**config.mk**
```make
export PLATFORM = sky130hd
export DESIGN_NAME = lcd_cmd_decoder
export DESIGN_NICKNAME = d
export VERILOG_FILES = /design/src/verilog/lcd_cmd_decoder.v
export VERILOG_INCLUDE_DIRS = /design/src /design/src/verilog
export SDC_FILE = /design/constraint.sdc
export NUM_CORES = 1
export LEC_CHECK = 0
export BUFFER_PORTS_ARGS = -buffer_cell sky130_fd_sc_hd__buf_2
export CELL_PAD_IN_SITES_DETAIL_PLACEMENT = 1
export CELL_PAD_IN_SITES_GLOBAL_PLACEMENT = 2
export CORE_MARGIN = 1
export CORE_UTILIZATION = 42
export DETAILED_ROUTE_END_ITERATION = 7
export GPL_ROUTABILITY_DRIVEN = 0
export PLACE_DENSITY_LB_ADDON = 0.1
export SETUP_SLACK_MARGIN = 0.02
export SKIP_LAST_GASP = 1
export SYNTH_ARGS = -nofsm -noshare
export SYNTH_HDL_FRONTEND = slang
export SYNTH_SLANG_ARGS = --single-unit
export TNS_END_PERCENT = 20
```
**constraint.sdc**
```tcl
create_clock -name sys_clk -period 6.1 [get_ports sys_clk]
set_input_delay 0.61 -clock sys_clk [delete_from_list [all_inputs] [get_ports sys_clk]]
set_output_delay 0.61 -clock sys_clk [all_outputs]
set_load 0.01 [all_outputs]
```
**src/verilog/lcd_cmd_map.vh**
```
`ifndef LCD_CMD_MAP_VH
`define LCD_CMD_MAP_VH

// Fixed-opcode commands
`define LCD_OP_FIXED_LINES 8'h90
`define LCD_OP_ALL_ON_OFF 8'hA4
`define LCD_OP_INV_OFF 8'hA6
`define LCD_OP_NIV 8'hC8
`define LCD_OP_PAT_BGR 8'hD0
`define LCD_OP_SOFT_RESET 8'hE2
`define LCD_OP_NOP 8'hE3
`define LCD_OP_WIN_MODE 8'hF8

// Reset values of the control registers
`define LCD_AC_RST 4'h1
`define LCD_FL_RST 8'h00
`define LCD_DC_RST 5'h00
`define LCD_LC_RST 8'h80
`define LCD_NIV_RST 5'h00
`define LCD_CSF_RST 3'h0

// ram_address_control fields
`define LCD_AC_WRAP 0
`define LCD_AC_ORDER 1
`define LCD_AC_RID 2
`define LCD_AC_WIN 3

// display_control fields
`define LCD_DC_INVERSE 0
`define LCD_DC_ALL_ON 1
`define LCD_DC_ENABLE 2
`define LCD_DC_GRAY 3
`define LCD_DC_GE_OFF 4

// panel_mapping_control fields
`define LCD_LC_ICON 0
`define LCD_LC_MX 1
`define LCD_LC_MY 2
`define LCD_LC_RATE_LO 3
`define LCD_LC_RATE_HI 4
`define LCD_LC_PAT 5
`define LCD_LC_MODE_LO 6
`define LCD_LC_MODE_HI 7

// Colour modes
`define LCD_MODE_4K 2'h1
`define LCD_MODE_64K 2'h2

// Address boundaries
`define LCD_COL_LAST 7'h7F
`define LCD_ROW_LAST 8'h9F

// Line rate thresholds on the mux rate
`define LCD_MUX_23 8'h6C
`define LCD_MUX_12 8'h50
`define LCD_MUX_13 8'h38
`define LCD_MUX_14 8'h28

// Power-up settle time
`define LCD_CLK_MHZ 20
`define LCD_PWR_SETTLE_US 5000
`define LCD_PWR_SETTLE_CYC (`LCD_PWR_SETTLE_US * `LCD_CLK_MHZ)

`endif

```
**src/verilog/lcd_cmd_decoder.v**
```verilog
`timescale 1ns/1ns
`include "lcd_cmd_map.vh"

module lcd_fifo
#(
  parameter WIDTH = 31,
  parameter DEPTH = 8,
  parameter AW = 3
)
(
  // Clock and reset
  input wire sys_clk,
  input wire rstn,
  // Fill side
  input wire inValid,
  output reg inReady_ff,
  input wire [WIDTH-1:0] inData,
  // Drain side
  output reg outValid_ff,
  input wire outReady,
  output wire [WIDTH-1:0] outData
);
  reg [WIDTH-1:0] mem [0:DEPTH-1];
  reg [AW-1:0] wrPtr_ff;
  reg [AW-1:0] rdPtr_ff;
  reg [AW:0] count_ff;
  wire push;
  wire pop;
  wire [AW:0] nxt_count;

  assign push = inValid & inReady_ff;
  assign pop = outValid_ff & outReady;
  assign nxt_count = count_ff + {{AW{1'b0}}, push} - {{AW{1'b0}}, pop};
  assign outData = mem[rdPtr_ff];

  always @(posedge sys_clk)
  begin
    if (push)
    begin
      mem[wrPtr_ff] <= inData;
    end
  end

  always @(posedge sys_clk)
  begin
    if (!rstn)
    begin
      wrPtr_ff <= {AW{1'b0}};
      rdPtr_ff <= {AW{1'b0}};
      count_ff <= {(AW+1){1'b0}};
      inReady_ff <= 1'b1;
      outValid_ff <= 1'b0;
    end
    else
    begin
      if (push)
        wrPtr_ff <= wrPtr_ff + 1'b1;
      if (pop)
        rdPtr_ff <= rdPtr_ff + 1'b1;
      count_ff <= nxt_count;
      inReady_ff <= (nxt_count != DEPTH[AW:0]);
      outValid_ff <= (nxt_count != {(AW+1){1'b0}});
    end
  end
endmodule

module lcd_cmd_decoder
#(
  parameter PWR_SETTLE_CYC = `LCD_PWR_SETTLE_CYC
)
(
  // Clock and reset
  input wire sys_clk,
  input wire rstn,
  // Host bus
  input wire wrStb,
  input wire cmdSel,
  input wire busWide,
  input wire [15:0] dataIn,
  output wire hostReady,
  // Display RAM write port
  output reg ramWrEn_ff,
  input wire ramReady,
  output reg [6:0] ramCol_ff,
  output reg [7:0] ramRow_ff,
  output reg [15:0] ramData_ff,
  // Control registers
  output reg [3:0] ramAddressControl_ff,
  output reg [7:0] fixedLinesSetting_ff,
  output reg [4:0] displayControl_ff,
  output reg [7:0] panelMappingControl_ff,
  output reg [4:0] lineInversionSetup_ff,
  output reg [2:0] commonScanOptions_ff,
  output reg [6:0] columnPointer_ff,
  output reg [7:0] rowPointer_ff,
  // Derived display settings
  input wire [7:0] muxRate,
  output reg [9:0] lineRate_ff,
  output reg [4:0] fixedTopRows_ff,
  output reg [4:0] fixedBottomRows_ff,
  output reg powerOn_ff,
  output reg driversOn_ff
);
  localparam PEND_NONE = 2'h0;
  localparam PEND_FIX = 2'h1;
  localparam PEND_NIV = 2'h2;
  localparam PEND_SKIP = 2'h3;
  localparam PS_SLEEP = 2'h0;
  localparam PS_RAMP = 2'h1;
  localparam PS_ACTIVE = 2'h2;

  reg [1:0] pendOp_ff;
  reg [1:0] pendCnt_ff;
  reg [1:0] bytePhase_ff;
  reg [11:0] hold_ff;
  reg [1:0] pwrState_ff;
  reg [16:0] pwrCnt_ff;
  reg [1:0] nxt_bytePhase;
  reg [11:0] nxt_hold;
  reg pixPush;
  reg [15:0] pixData;
  reg [6:0] nxt_col;
  reg [7:0] nxt_row;
  reg [9:0] baseRate;
  reg [9:0] nxt_lineRate;
  wire [7:0] op;
  wire cmdWr;
  wire dataWr;
  wire fifoReady;
  wire fifoOutValid;
  wire fifoOutReady;
  wire [30:0] fifoOut;
  wire wideMode4k;
  wire geOn;
  wire [6:0] storeCol;
  wire dispEn;

  assign op = dataIn[7:0];
  assign cmdWr = wrStb & ~cmdSel;
  // Pixel writes while the buffer is full are dropped; host must watch ready
  assign dataWr = wrStb & cmdSel & fifoReady;
  assign hostReady = fifoReady;
  assign wideMode4k = (panelMappingControl_ff[7:6] == `LCD_MODE_4K);
  assign geOn = ~displayControl_ff[`LCD_DC_GE_OFF];
  assign dispEn = displayControl_ff[`LCD_DC_ENABLE];
  assign storeCol = panelMappingControl_ff[`LCD_LC_MX] ?
    (`LCD_COL_LAST - columnPointer_ff) : columnPointer_ff;
  assign fifoOutReady = ~ramWrEn_ff | ramReady;

  // Widen 12-bit input to 5-6-5 by repeating top bits
  function [15:0] widen;
    input [11:0] x;
    input ge;
    begin
      if (ge)
        widen = {x[11:8], x[11], x[7:3], x[7], x[2:0], x[2:1]};
      else
        widen = {x[11:8], x[11], x[7:4], x[7:6], x[3:0], x[3]};
    end
  endfunction

  always @*
  begin
    nxt_bytePhase = bytePhase_ff;
    nxt_hold = hold_ff;
    pixPush = 1'b0;
    pixData = 16'h0000;
    if (dataWr)
    begin
      if (busWide)
      begin
        pixPush = 1'b1;
        pixData = wideMode4k ? widen(dataIn[11:0], geOn) : dataIn;
      end
      else if (wideMode4k)
      begin
        case (bytePhase_ff)
          2'h0:
          begin
            nxt_hold = {4'h0, op};
            nxt_bytePhase = 2'h1;
          end
          2'h1:
          begin
            pixPush = 1'b1;
            pixData = widen({hold_ff[7:0], op[7:4]}, geOn);
            nxt_hold = {8'h00, op[3:0]};
            nxt_bytePhase = 2'h2;
          end
          default:
          begin
            pixPush = 1'b1;
            pixData = widen({hold_ff[3:0], op}, geOn);
            nxt_bytePhase = 2'h0;
          end
        endcase
      end
      else
      begin
        if (bytePhase_ff == 2'h0)
        begin
          nxt_hold = {4'h0, op};
          nxt_bytePhase = 2'h1;
        end
        else
        begin
          pixPush = 1'b1;
          pixData = {hold_ff[7:0], op};
          nxt_bytePhase = 2'h0;
        end
      end
    end
  end

  // Pointer stepping; window bounds stay at full map so window mode is moot
  always @*
  begin
    nxt_col = columnPointer_ff;
    nxt_row = rowPointer_ff;
    if (!ramAddressControl_ff[`LCD_AC_ORDER])
    begin
      if (columnPointer_ff != `LCD_COL_LAST)
        nxt_col = columnPointer_ff + 7'h01;
      else if (ramAddressControl_ff[`LCD_AC_WRAP])
      begin
        nxt_col = 7'h00;
        if (ramAddressControl_ff[`LCD_AC_RID])
          nxt_row = (rowPointer_ff == 8'h00) ? `LCD_ROW_LAST :
            rowPointer_ff - 8'h01;
        else
          nxt_row = (rowPointer_ff == `LCD_ROW_LAST) ? 8'h00 :
            rowPointer_ff + 8'h01;
      end
    end
    else
    begin
      if (ramAddressControl_ff[`LCD_AC_RID])
      begin
        if (rowPointer_ff != 8'h00)
          nxt_row = rowPointer_ff - 8'h01;
        else if (ramAddressControl_ff[`LCD_AC_WRAP])
        begin
          nxt_row = `LCD_ROW_LAST;
          nxt_col = columnPointer_ff + 7'h01;
        end
      end
      else
      begin
        if (rowPointer_ff != `LCD_ROW_LAST)
          nxt_row = rowPointer_ff + 8'h01;
        else if (ramAddressControl_ff[`LCD_AC_WRAP])
        begin
          nxt_row = 8'h00;
          nxt_col = columnPointer_ff + 7'h01;
        end
      end
    end
  end

  // Line rate in units of 0.1 klines/s
  always @*
  begin
    case ({displayControl_ff[`LCD_DC_GRAY],
      panelMappingControl_ff[`LCD_LC_RATE_HI:`LCD_LC_RATE_LO]})
      3'h0: baseRate = 10'd85;
      3'h1: baseRate = 10'd104;
      3'h2: baseRate = 10'd126;
      3'h3: baseRate = 10'd152;
      3'h4: baseRate = 10'd252;
      3'h5: baseRate = 10'd305;
      3'h6: baseRate = 10'd370;
      default: baseRate = 10'd448;
    endcase
    if (muxRate <= `LCD_MUX_14)
      nxt_lineRate = {2'b00, baseRate[9:2]};
    else if (muxRate <= `LCD_MUX_13)
      nxt_lineRate = baseRate / 10'd3;
    else if (muxRate <= `LCD_MUX_12)
      nxt_lineRate = {1'b0, baseRate[9:1]};
    else if (muxRate <= `LCD_MUX_23)
      nxt_lineRate = {baseRate[8:0], 1'b0} / 10'd3;
    else
      nxt_lineRate = baseRate;
  end

  lcd_fifo #(.WIDTH(31), .DEPTH(8), .AW(3)) pixFifo
  (
    .sys_clk(sys_clk),
    .rstn(rstn),
    .inValid(pixPush),
    .inReady_ff(fifoReady),
    .inData({storeCol, rowPointer_ff, pixData}),
    .outValid_ff(fifoOutValid),
    .outReady(fifoOutReady),
    .outData(fifoOut)
  );

  // Control registers, command decoding and byte phase
  always @(posedge sys_clk)
  begin
    if (!rstn || (cmdWr && pendOp_ff == PEND_NONE &&
      op == `LCD_OP_SOFT_RESET))
    begin
      ramAddressControl_ff <= `LCD_AC_RST;
      fixedLinesSetting_ff <= `LCD_FL_RST;
      displayControl_ff <= `LCD_DC_RST;
      panelMappingControl_ff <= `LCD_LC_RST;
      lineInversionSetup_ff <= `LCD_NIV_RST;
      commonScanOptions_ff <= `LCD_CSF_RST;
      pendOp_ff <= PEND_NONE;
      pendCnt_ff <= 2'h0;
      bytePhase_ff <= 2'h0;
    end
    else
    begin
      bytePhase_ff <= nxt_bytePhase;
      if (cmdWr)
        bytePhase_ff <= 2'h0;
      if (cmdWr && pendOp_ff != PEND_NONE)
      begin
        if (pendOp_ff == PEND_FIX)
          fixedLinesSetting_ff <= op;
        if (pendOp_ff == PEND_NIV)
          lineInversionSetup_ff <= op[4:0];
        if (pendCnt_ff == 2'h0)
          pendOp_ff <= PEND_NONE;
        else
          pendCnt_ff <= pendCnt_ff - 2'h1;
      end
      else if (cmdWr)
      begin
        casez (op)
          `LCD_OP_FIXED_LINES: pendOp_ff <= PEND_FIX;
          `LCD_OP_NIV: pendOp_ff <= PEND_NIV;
          8'b1000_1???:
            ramAddressControl_ff[2:0] <= op[2:0];
          8'b1010_00??:
            panelMappingControl_ff[4:3] <= op[1:0];
          8'b1010_010?:
            displayControl_ff[`LCD_DC_ALL_ON] <= op[0];
          8'b1010_011?:
            displayControl_ff[`LCD_DC_INVERSE] <= op[0];
          8'b1010_1???:
            displayControl_ff[4:2] <= op[2:0];
          8'b1100_0???:
            panelMappingControl_ff[2:0] <= op[2:0];
          8'b1101_000?:
            panelMappingControl_ff[`LCD_LC_PAT] <= op[0];
          8'b1101_01??:
            panelMappingControl_ff[7:6] <= op[1:0];
          8'b1101_1???:
            commonScanOptions_ff <= op[2:0];
          8'b1111_100?:
            ramAddressControl_ff[`LCD_AC_WIN] <= op[0];
          8'b0011_000?, 8'h81, 8'b1110_01??, 8'hB8,
          8'hF1, 8'hF2, 8'hF3, 8'b1111_01??:
          begin
            pendOp_ff <= PEND_SKIP;
            pendCnt_ff <= 2'h0;
          end
          8'hB9:
          begin
            pendOp_ff <= PEND_SKIP;
            pendCnt_ff <= 2'h1;
          end
          default:
          begin
            // NOP and unsupported opcodes leave all control registers alone
          end
        endcase
      end
    end
  end

  // Pointers and the held byte survive soft reset
  always @(posedge sys_clk)
  begin
    if (!rstn)
    begin
      columnPointer_ff <= 7'h00;
      rowPointer_ff <= 8'h00;
      hold_ff <= 12'h000;
    end
    else
    begin
      hold_ff <= nxt_hold;
      if (pixPush)
      begin
        columnPointer_ff <= nxt_col;
        rowPointer_ff <= nxt_row;
      end
      else if (cmdWr && pendOp_ff == PEND_NONE)
      begin
        casez (op)
          8'b0000_????: columnPointer_ff[3:0] <= op[3:0];
          8'b0001_0???: columnPointer_ff[6:4] <= op[2:0];
          8'b0110_????: rowPointer_ff[3:0] <= op[3:0];
          8'b0111_????: rowPointer_ff[7:4] <= op[3:0];
          default: rowPointer_ff <= rowPointer_ff;
        endcase
      end
    end
  end

  // RAM write stage and derived settings
  always @(posedge sys_clk)
  begin
    if (!rstn)
    begin
      ramWrEn_ff <= 1'b0;
      ramCol_ff <= 7'h00;
      ramRow_ff <= 8'h00;
      ramData_ff <= 16'h0000;
      lineRate_ff <= 10'h000;
      fixedTopRows_ff <= 5'h00;
      fixedBottomRows_ff <= 5'h00;
    end
    else
    begin
      if (fifoOutValid && fifoOutReady)
      begin
        ramWrEn_ff <= 1'b1;
        ramCol_ff <= fifoOut[30:24];
        ramRow_ff <= fifoOut[23:16];
        ramData_ff <= fifoOut[15:0];
      end
      else if (ramReady)
        ramWrEn_ff <= 1'b0;
      lineRate_ff <= nxt_lineRate;
      if (panelMappingControl_ff[`LCD_LC_MY])
      begin
        fixedTopRows_ff <= {fixedLinesSetting_ff[3:0], 1'b0};
        fixedBottomRows_ff <= {fixedLinesSetting_ff[7:4], 1'b0};
      end
      else
      begin
        fixedTopRows_ff <= {fixedLinesSetting_ff[7:4], 1'b0};
        fixedBottomRows_ff <= {fixedLinesSetting_ff[3:0], 1'b0};
      end
    end
  end

  // Sleep exit: power first, drivers after the supply settles
  always @(posedge sys_clk)
  begin
    if (!rstn)
    begin
      pwrState_ff <= PS_SLEEP;
      pwrCnt_ff <= 17'h00000;
      powerOn_ff <= 1'b0;
      driversOn_ff <= 1'b0;
    end
    else if (!dispEn)
    begin
      pwrState_ff <= PS_SLEEP;
      pwrCnt_ff <= 17'h00000;
      powerOn_ff <= 1'b0;
      driversOn_ff <= 1'b0;
    end
    else
    begin
      case (pwrState_ff)
        PS_SLEEP:
        begin
          pwrState_ff <= PS_RAMP;
          powerOn_ff <= 1'b1;
          pwrCnt_ff <= 17'h00000;
        end
        PS_RAMP:
        begin
          if (pwrCnt_ff >= PWR_SETTLE_CYC[16:0] - 17'h00001)
          begin
            pwrState_ff <= PS_ACTIVE;
            driversOn_ff <= 1'b1;
          end
          else
            pwrCnt_ff <= pwrCnt_ff + 17'h00001;
        end
        PS_ACTIVE: driversOn_ff <= 1'b1;
        default: pwrState_ff <= PS_SLEEP;
      endcase
    end
  end
endmodule

```
# After elaboration in Yosys (flattened, before gate mapping)

Memories as Yosys holds them, arrays and structs flattened. A register that Yosys moved wholly into a read port is not among the register bits.
Cells that the tools add are included.

Flip-flop bits (word level): 116
Memory bits (writable): 248
Input bits: 30
Output and inout port bits: 103
Word-level logic and storage cells: 244
Memories kept: 1

Memory list:

| memory      | depth | bits a word | read ports | clocked after Yosys merged registers in | wr ports | line                 | text |
|---|---|---|---|---|---|---|---|
| pixFifo.mem | 8     | 31          | 1          | 1                                       | 1        | lcd_cmd_decoder.v:23 | `reg [WIDTH-1:0] mem [0:DEPTH-1];` |

$add $sub $neg: 10
Divide/modulo/power cells: 2
$lt $le $gt $ge: 5
Eq/ne operators: 52
Mux-type cells: 70
Bitwise operators: 12
Reductions and logical operators: 58

Operators with widths:

| cell                  | count |
|---|---|
| $mux 8                | 16 |
| $mux 7                | 13 |
| $eq 8x8->1 const B    | 10 |
| $mux 16               | 5 |
| $pmux 9 s7            | 1 |
| $reduce_and 3->1      | 12 |
| $pmux 17 s2           | 1 |
| $pmux 16 s2           | 1 |
| $mux 10               | 3 |
| $eq 7x7->1 const B    | 4 |
| $eq 6x6->1 const B    | 4 |
| $ne 4x4->1 const B    | 6 |
| $reduce_bool 2->1     | 12 |
| $div 10x2->10 const B | 2 |
| $eq 5x5->1 const B    | 4 |
| $add 17x1->17 const B | 1 |
| $ge 17x17->1 const B  | 1 |
| $mux 17               | 1 |
| $le 8x6->1 const B    | 2 |
| $le 8x7->1 const B    | 2 |
| $mux 2                | 8 |
| $pmux 8 s2            | 1 |
| $reduce_and 2->1      | 7 |
| $mux 4                | 3 |
| other kinds (46)      | 89 |

# Logic depth before layout (Yosys ltp)

Word-level depth: 8
Depth in mapped cells: 13
Depth with buffers taken out: 11

# Hierarchy

From an unflattened synthesis, not the netlist that was laid out.

Cell total of the unflattened synthesis: 1443
Area, all modules: 18052.3 um^2

By module, submodules not included:

| module          | instances | cells each | area an instance (um^2) | sequential area each (um^2) |
|---|---|---|---|---|
| lcd_fifo        | 1         | 432        | 10231.1                 | 7747.4 |
| lcd_cmd_decoder | 1         | 1011       | 7821.3                  | 2642.5 |

# Worst setup path before layout

OpenSTA, ideal clock, no wires.

Path type: input to register
Start: in cmdSel
End: mem pixFifo.mem[0][0] (enable)
Setup time: 0.497 ns
Data arrival time: 4.429 ns
Data required time: 5.603 ns
Setup slack: 1.174 ns
Stages: 6
Path buffers: 3
Cell sequence: nand3_2 -> or2_0 -> buf_6 -> clkbuf_1 -> buf_2 -> nor4_1

Longest elaborated chain between the ends: 6

Ends and longest elaborated chain:

| item                         | line                  | text |
|---|---|---|
| start: declaration           | lcd_cmd_decoder.v:77  | `input wire cmdSel,` |
| $and 1x1->1 (2 in a row)     | lcd_cmd_decoder.v:141 | `assign dataWr = wrStb & cmdSel & fifoReady;` |
| $mux 1                       | lcd_cmd_decoder.v:168 | `if (dataWr)` |
| $and 1x1->1                  | lcd_cmd_decoder.v:31  | `assign push = inValid & inReady_ff;` |
| $mux 1                       | lcd_cmd_decoder.v:38  | `if (push)` |
| $mux 1 (implied by the code) | lcd_cmd_decoder.v:40  | `mem[wrPtr_ff] <= inData;` |
| end: declaration             | lcd_cmd_decoder.v:23  |  |

No other way between the ends.

# Worst setup path after layout

Start: reg pixFifo.inReady_ff
End: mem pixFifo.mem[6][6] (enable)

Longest elaborated chain between the ends: 5

Ends and longest elaborated chain:

| item                           | line                  | text |
|---|---|---|
| start: declaration             | lcd_cmd_decoder.v:16  | `output reg inReady_ff,` |
| start signal: assignment       | lcd_cmd_decoder.v:61  | `inReady_ff <= (nxt_count != DEPTH[AW:0]);` |
| $and 1x1->1                    | lcd_cmd_decoder.v:141 |  |
| $mux 1                         | lcd_cmd_decoder.v:168 |  |
| $and 1x1->1 *                  | lcd_cmd_decoder.v:31  |  |
| $mux 1 *                       | lcd_cmd_decoder.v:38  |  |
| $mux 1 (implied by the code) * | lcd_cmd_decoder.v:40  |  |

Every way passes the cells marked *; elsewhere a longest branch is shown, timed or not.

==> flow_summary.yaml <==
setup_path:
  rrSetupSlack_ns: 2.83
  critPathLaunch: "pixFifo.inReady_ff$_SDFF_PN1_"
  worstRegToRegCells: 7
  worst-path-buf-inv: 3
  path_depth: 7
  rr_endpoint: "pixFifo.mem[6][6]$_DFFE_PP_"
  end_kind: "register"
  path_class: "register to register"
  max_stage_delay_ns: 0.59
  start_kind: "register"
  critPathSlowestCell: "nor2_2"
  crit_top_cell: "buf_4"
  path_delay_family: "simple AND/OR/NAND/NOR gates"
  r2r-start: "pixFifo.inReady_ff$_SDFF_PN1_"
  crit_chain: "nand3_2 > or2_0 > buf_4 > inv_2 > nand2_1 > nor2_2 > buf_4"
  cp_max_fo: 27
  required_ns: 6.33
  crit_path_end: "pixFifo.mem[6][6]$_DFFE_PP_"
  worstPathArrival_ns: 3.50
detailed_routing:
  wl_mm: 44.0
  drt-pass1-iter-count: 5
  post_drt_wl_per_cell_um: 21.4
  vias: 11600
  drt_iter0_drc: 598
  antenna_left: 0
  drcViolationCount: 0
  viasPerCell: 5.65
clocking:
  root_buffer: "clkbuf_16"
  post_cts_buffers: 0
  htree_levels: 2
  cts_tree: "yes"
  clock_sinks: 392
  numCtsBuffers: 43
  cts_resized: 0
  insertion_delay_ns: 0.57
  clockBufferDepth: 3
  cts_hold_buf: 0
  clk_pin_slew_ns: 0.06
finish:
  fin_cells: 2053
  area_growth_pct: 13.9
  final_nets: 1535
  drive_gt1_frac: 0.204
  fin_area_sq_mm: 0.0199
floorplan:
  die-height_um: 206
  ios: 133
  initial_core_util: 0.426
  num_rows: 74
  core-area_sq_mm: 0.0409
  die_area_sq_mm: 0.0423
  die_w_um: 206
sta:
  finalHoldViolations: 0
  slew_violations: 0
  slew_headroom: 0.162
  min_period_ns: 3.27
  setup_viol: 0
  fmax_mhz: 306
  worst_pin_slew_ns: 1.25
  finalSetupTns_ns: 0
  whs_ns: 0.363
  min_period_over_period: 0.536
  skew_ns: 0.0132
  rsz0062_at_grt: "no"
placement:
  dp.cells: 1974
  port_buffers: 129
  dpl_cell_area_sq_mm: 0.0185
  hpwlAfterDp_mm: 27.5
min_path:
  hp-class: "primary input to register"
logic_synthesis:
  synth_cell_types: 81
  yosysWarnings: 0
  synth_top_area_frac: 0.427
  synth_area_sq_mm: 0.0174
  yosysTopAreaCell: "edfxtp_1"
  ys_seq_elements: 392
  yosys-top-cells-area: "edfxtp_1 43%, dfxtp_1 17%, mux4_2 8.0%"
  synth_flop_cell: "edfxtp_1"
  avgSynthCellArea_sq_um: 12.5
  synthCells: 1395
  ys_seq_area_frac: 0.593
  async_flop_share: 0
  synth_edf_count: 248
grt:
  antenna_found_initial: 2
  grt_pass1_wl_mm: 69.4
  grt_pass1_vias: 12000
  grt_overflow: 0
  grtUsageTotal: 0.214
  grt_start_max_net_pins: 71
power:
  power.total_uw: 6850
  peakVddDrop_mv: 0.204
  power_density_mw_per_mm2: 345
  leakage_uw: 0.00713
status:
  status: "finished clean"
job:
  max_cap_violations: 0
==> tightest hold or removal path: stages <==
cell and delay (ns):
buf_2 0.07, nand2b_1 0.12, a21oi_1 0.07
==> worst min-delay path by stage <==
stage / from / endpoint / slack, ns / cells past startpoint
floorplan: pixFifo.outValid_ff$_SDFF_PN0_ / ramWrEn_ff$_SDFFE_PN0P_ / 0.42 / 2
global placement: driversOn_ff$_SDFFE_PN0P_ / driversOn_ff$_SDFFE_PN0P_ / 0.44 / 2
detailed placement: driversOn_ff$_SDFFE_PN0P_ / driversOn_ff$_SDFFE_PN0P_ / 0.45 / 2
CTS: ramReady / ramWrEn_ff$_SDFFE_PN0P_ / 0.33 / 3
global route: ramReady / ramWrEn_ff$_SDFFE_PN0P_ / 0.35 / 3
finish: ramReady / ramWrEn_ff$_SDFFE_PN0P_ / 0.36 / 3
==> flip-flops by register name, indices dropped and copies added, names as in the netlist, 5 cells and up <==
name and flops:
rowPointer_ff 8, pwrCnt_ff 17, displayControl_ff 5, ramRow_ff 8
pixFifo.mem 248, fixedLinesSetting_ff 8, ramCol_ff 7, columnPointer_ff 7
ramData_ff 16, lineRate_ff 9, hold_ff 8, lineInversionSetup_ff 5
panelMappingControl_ff 8
==> report_power, final <==
group / switching (uW) / internal [uW]
logic: 657 / 557
registers: 131 / 2960
clock network: 1080 / 1470
total: 1870 / 4980
==> layout by cell type (no fill, tap or decap), types with 11 or more instances in the layout <==
cell         n
a211oi_1    41
a21o_1      11
a21oi_1     55
a221oi_1    15
a31oi_1     12
buf_2      129
buf_4       22
clkbuf_16   43
dfxtp_1    141
edfxtp_1   248
ha_1        17
inv_1       26
mux2i_1     78
mux4_2      62
nand2_1    106
nand2b_1    16
nand3_1     34
nor2_1     136
nor2b_1     14
nor3_1      27
o211ai_1    13
o21ai_0     32
o31ai_1     14
xor2_1      16
==> metal layers <==
layer	vias up	global-route usage	share of wire
li1	5468	-	-
met1	5859	0.292	0.46
met2	199	0.351	0.48
met3	69	0.0320	0.038
met4	4	0.0683	0.023
met5	-	0	0.00041
==> metrics by stage <==
stage	worst slack, ns	utilization
final	2.83	0.485
after global routing	2.60	0.485
after CTS	2.80	0.485
after detailed placement	2.50	0.451
after global placement	2.53	0.451
after floorplan	1.17	-
==> cells in the mapped netlist, types with 6 or more instances <==
master and n:
nor2_1 139, buf_4 11, buf_2 13, xor2_1 16, or3_1 10, o21a_1 10, dfxtp_1 144, nor3b_1 9
and2_1 7, mux2i_1 78, o31ai_1 14, buf_1 8, clkbuf_1 70, nand4_1 7, nor4_1 7, nand3_1 34
or4_1 8, a22oi_1 6, edfxtp_1 248, xnor2_1 8, a21o_1 11, ha_1 17, o211ai_1 13, inv_1 26
a21oi_1 55, a211oi_1 41, mux4_2 62, o21ai_0 32, a221oi_1 15, nand3b_1 9, nand2b_1 16, nor2b_1 14
nand2_1 106, a31oi_1 12, nor3_1 31
==> logic make-up after synthesis <==
family	share of synthesized area
compound gates	0.106
xor+xnor	0.0121
fa+ha+maj	0.0134
buf+inv	0.0339
flops	0.593
mux	0.126
other cells	0.000215
simple gates	0.115
==> area by class of cell <==
| class | instances | area [sq um] |
|---|---|---|
| Antenna cell | 1 | 2.50 |
| Clock buffer | 53 | 1140 |
| Clock inverter | 25 | 239 |
| Fill cell | 4247 | 21100 |
| Inverter | 28 | 105 |
| Multi-Input combinational cell | 871 | 6550 |
| Sequential cell | 392 | 10300 |
| Tap cell | 532 | 666 |
| Timing Repair Buffer | 151 | 811 |
Power figures use the tool's default switching activity.
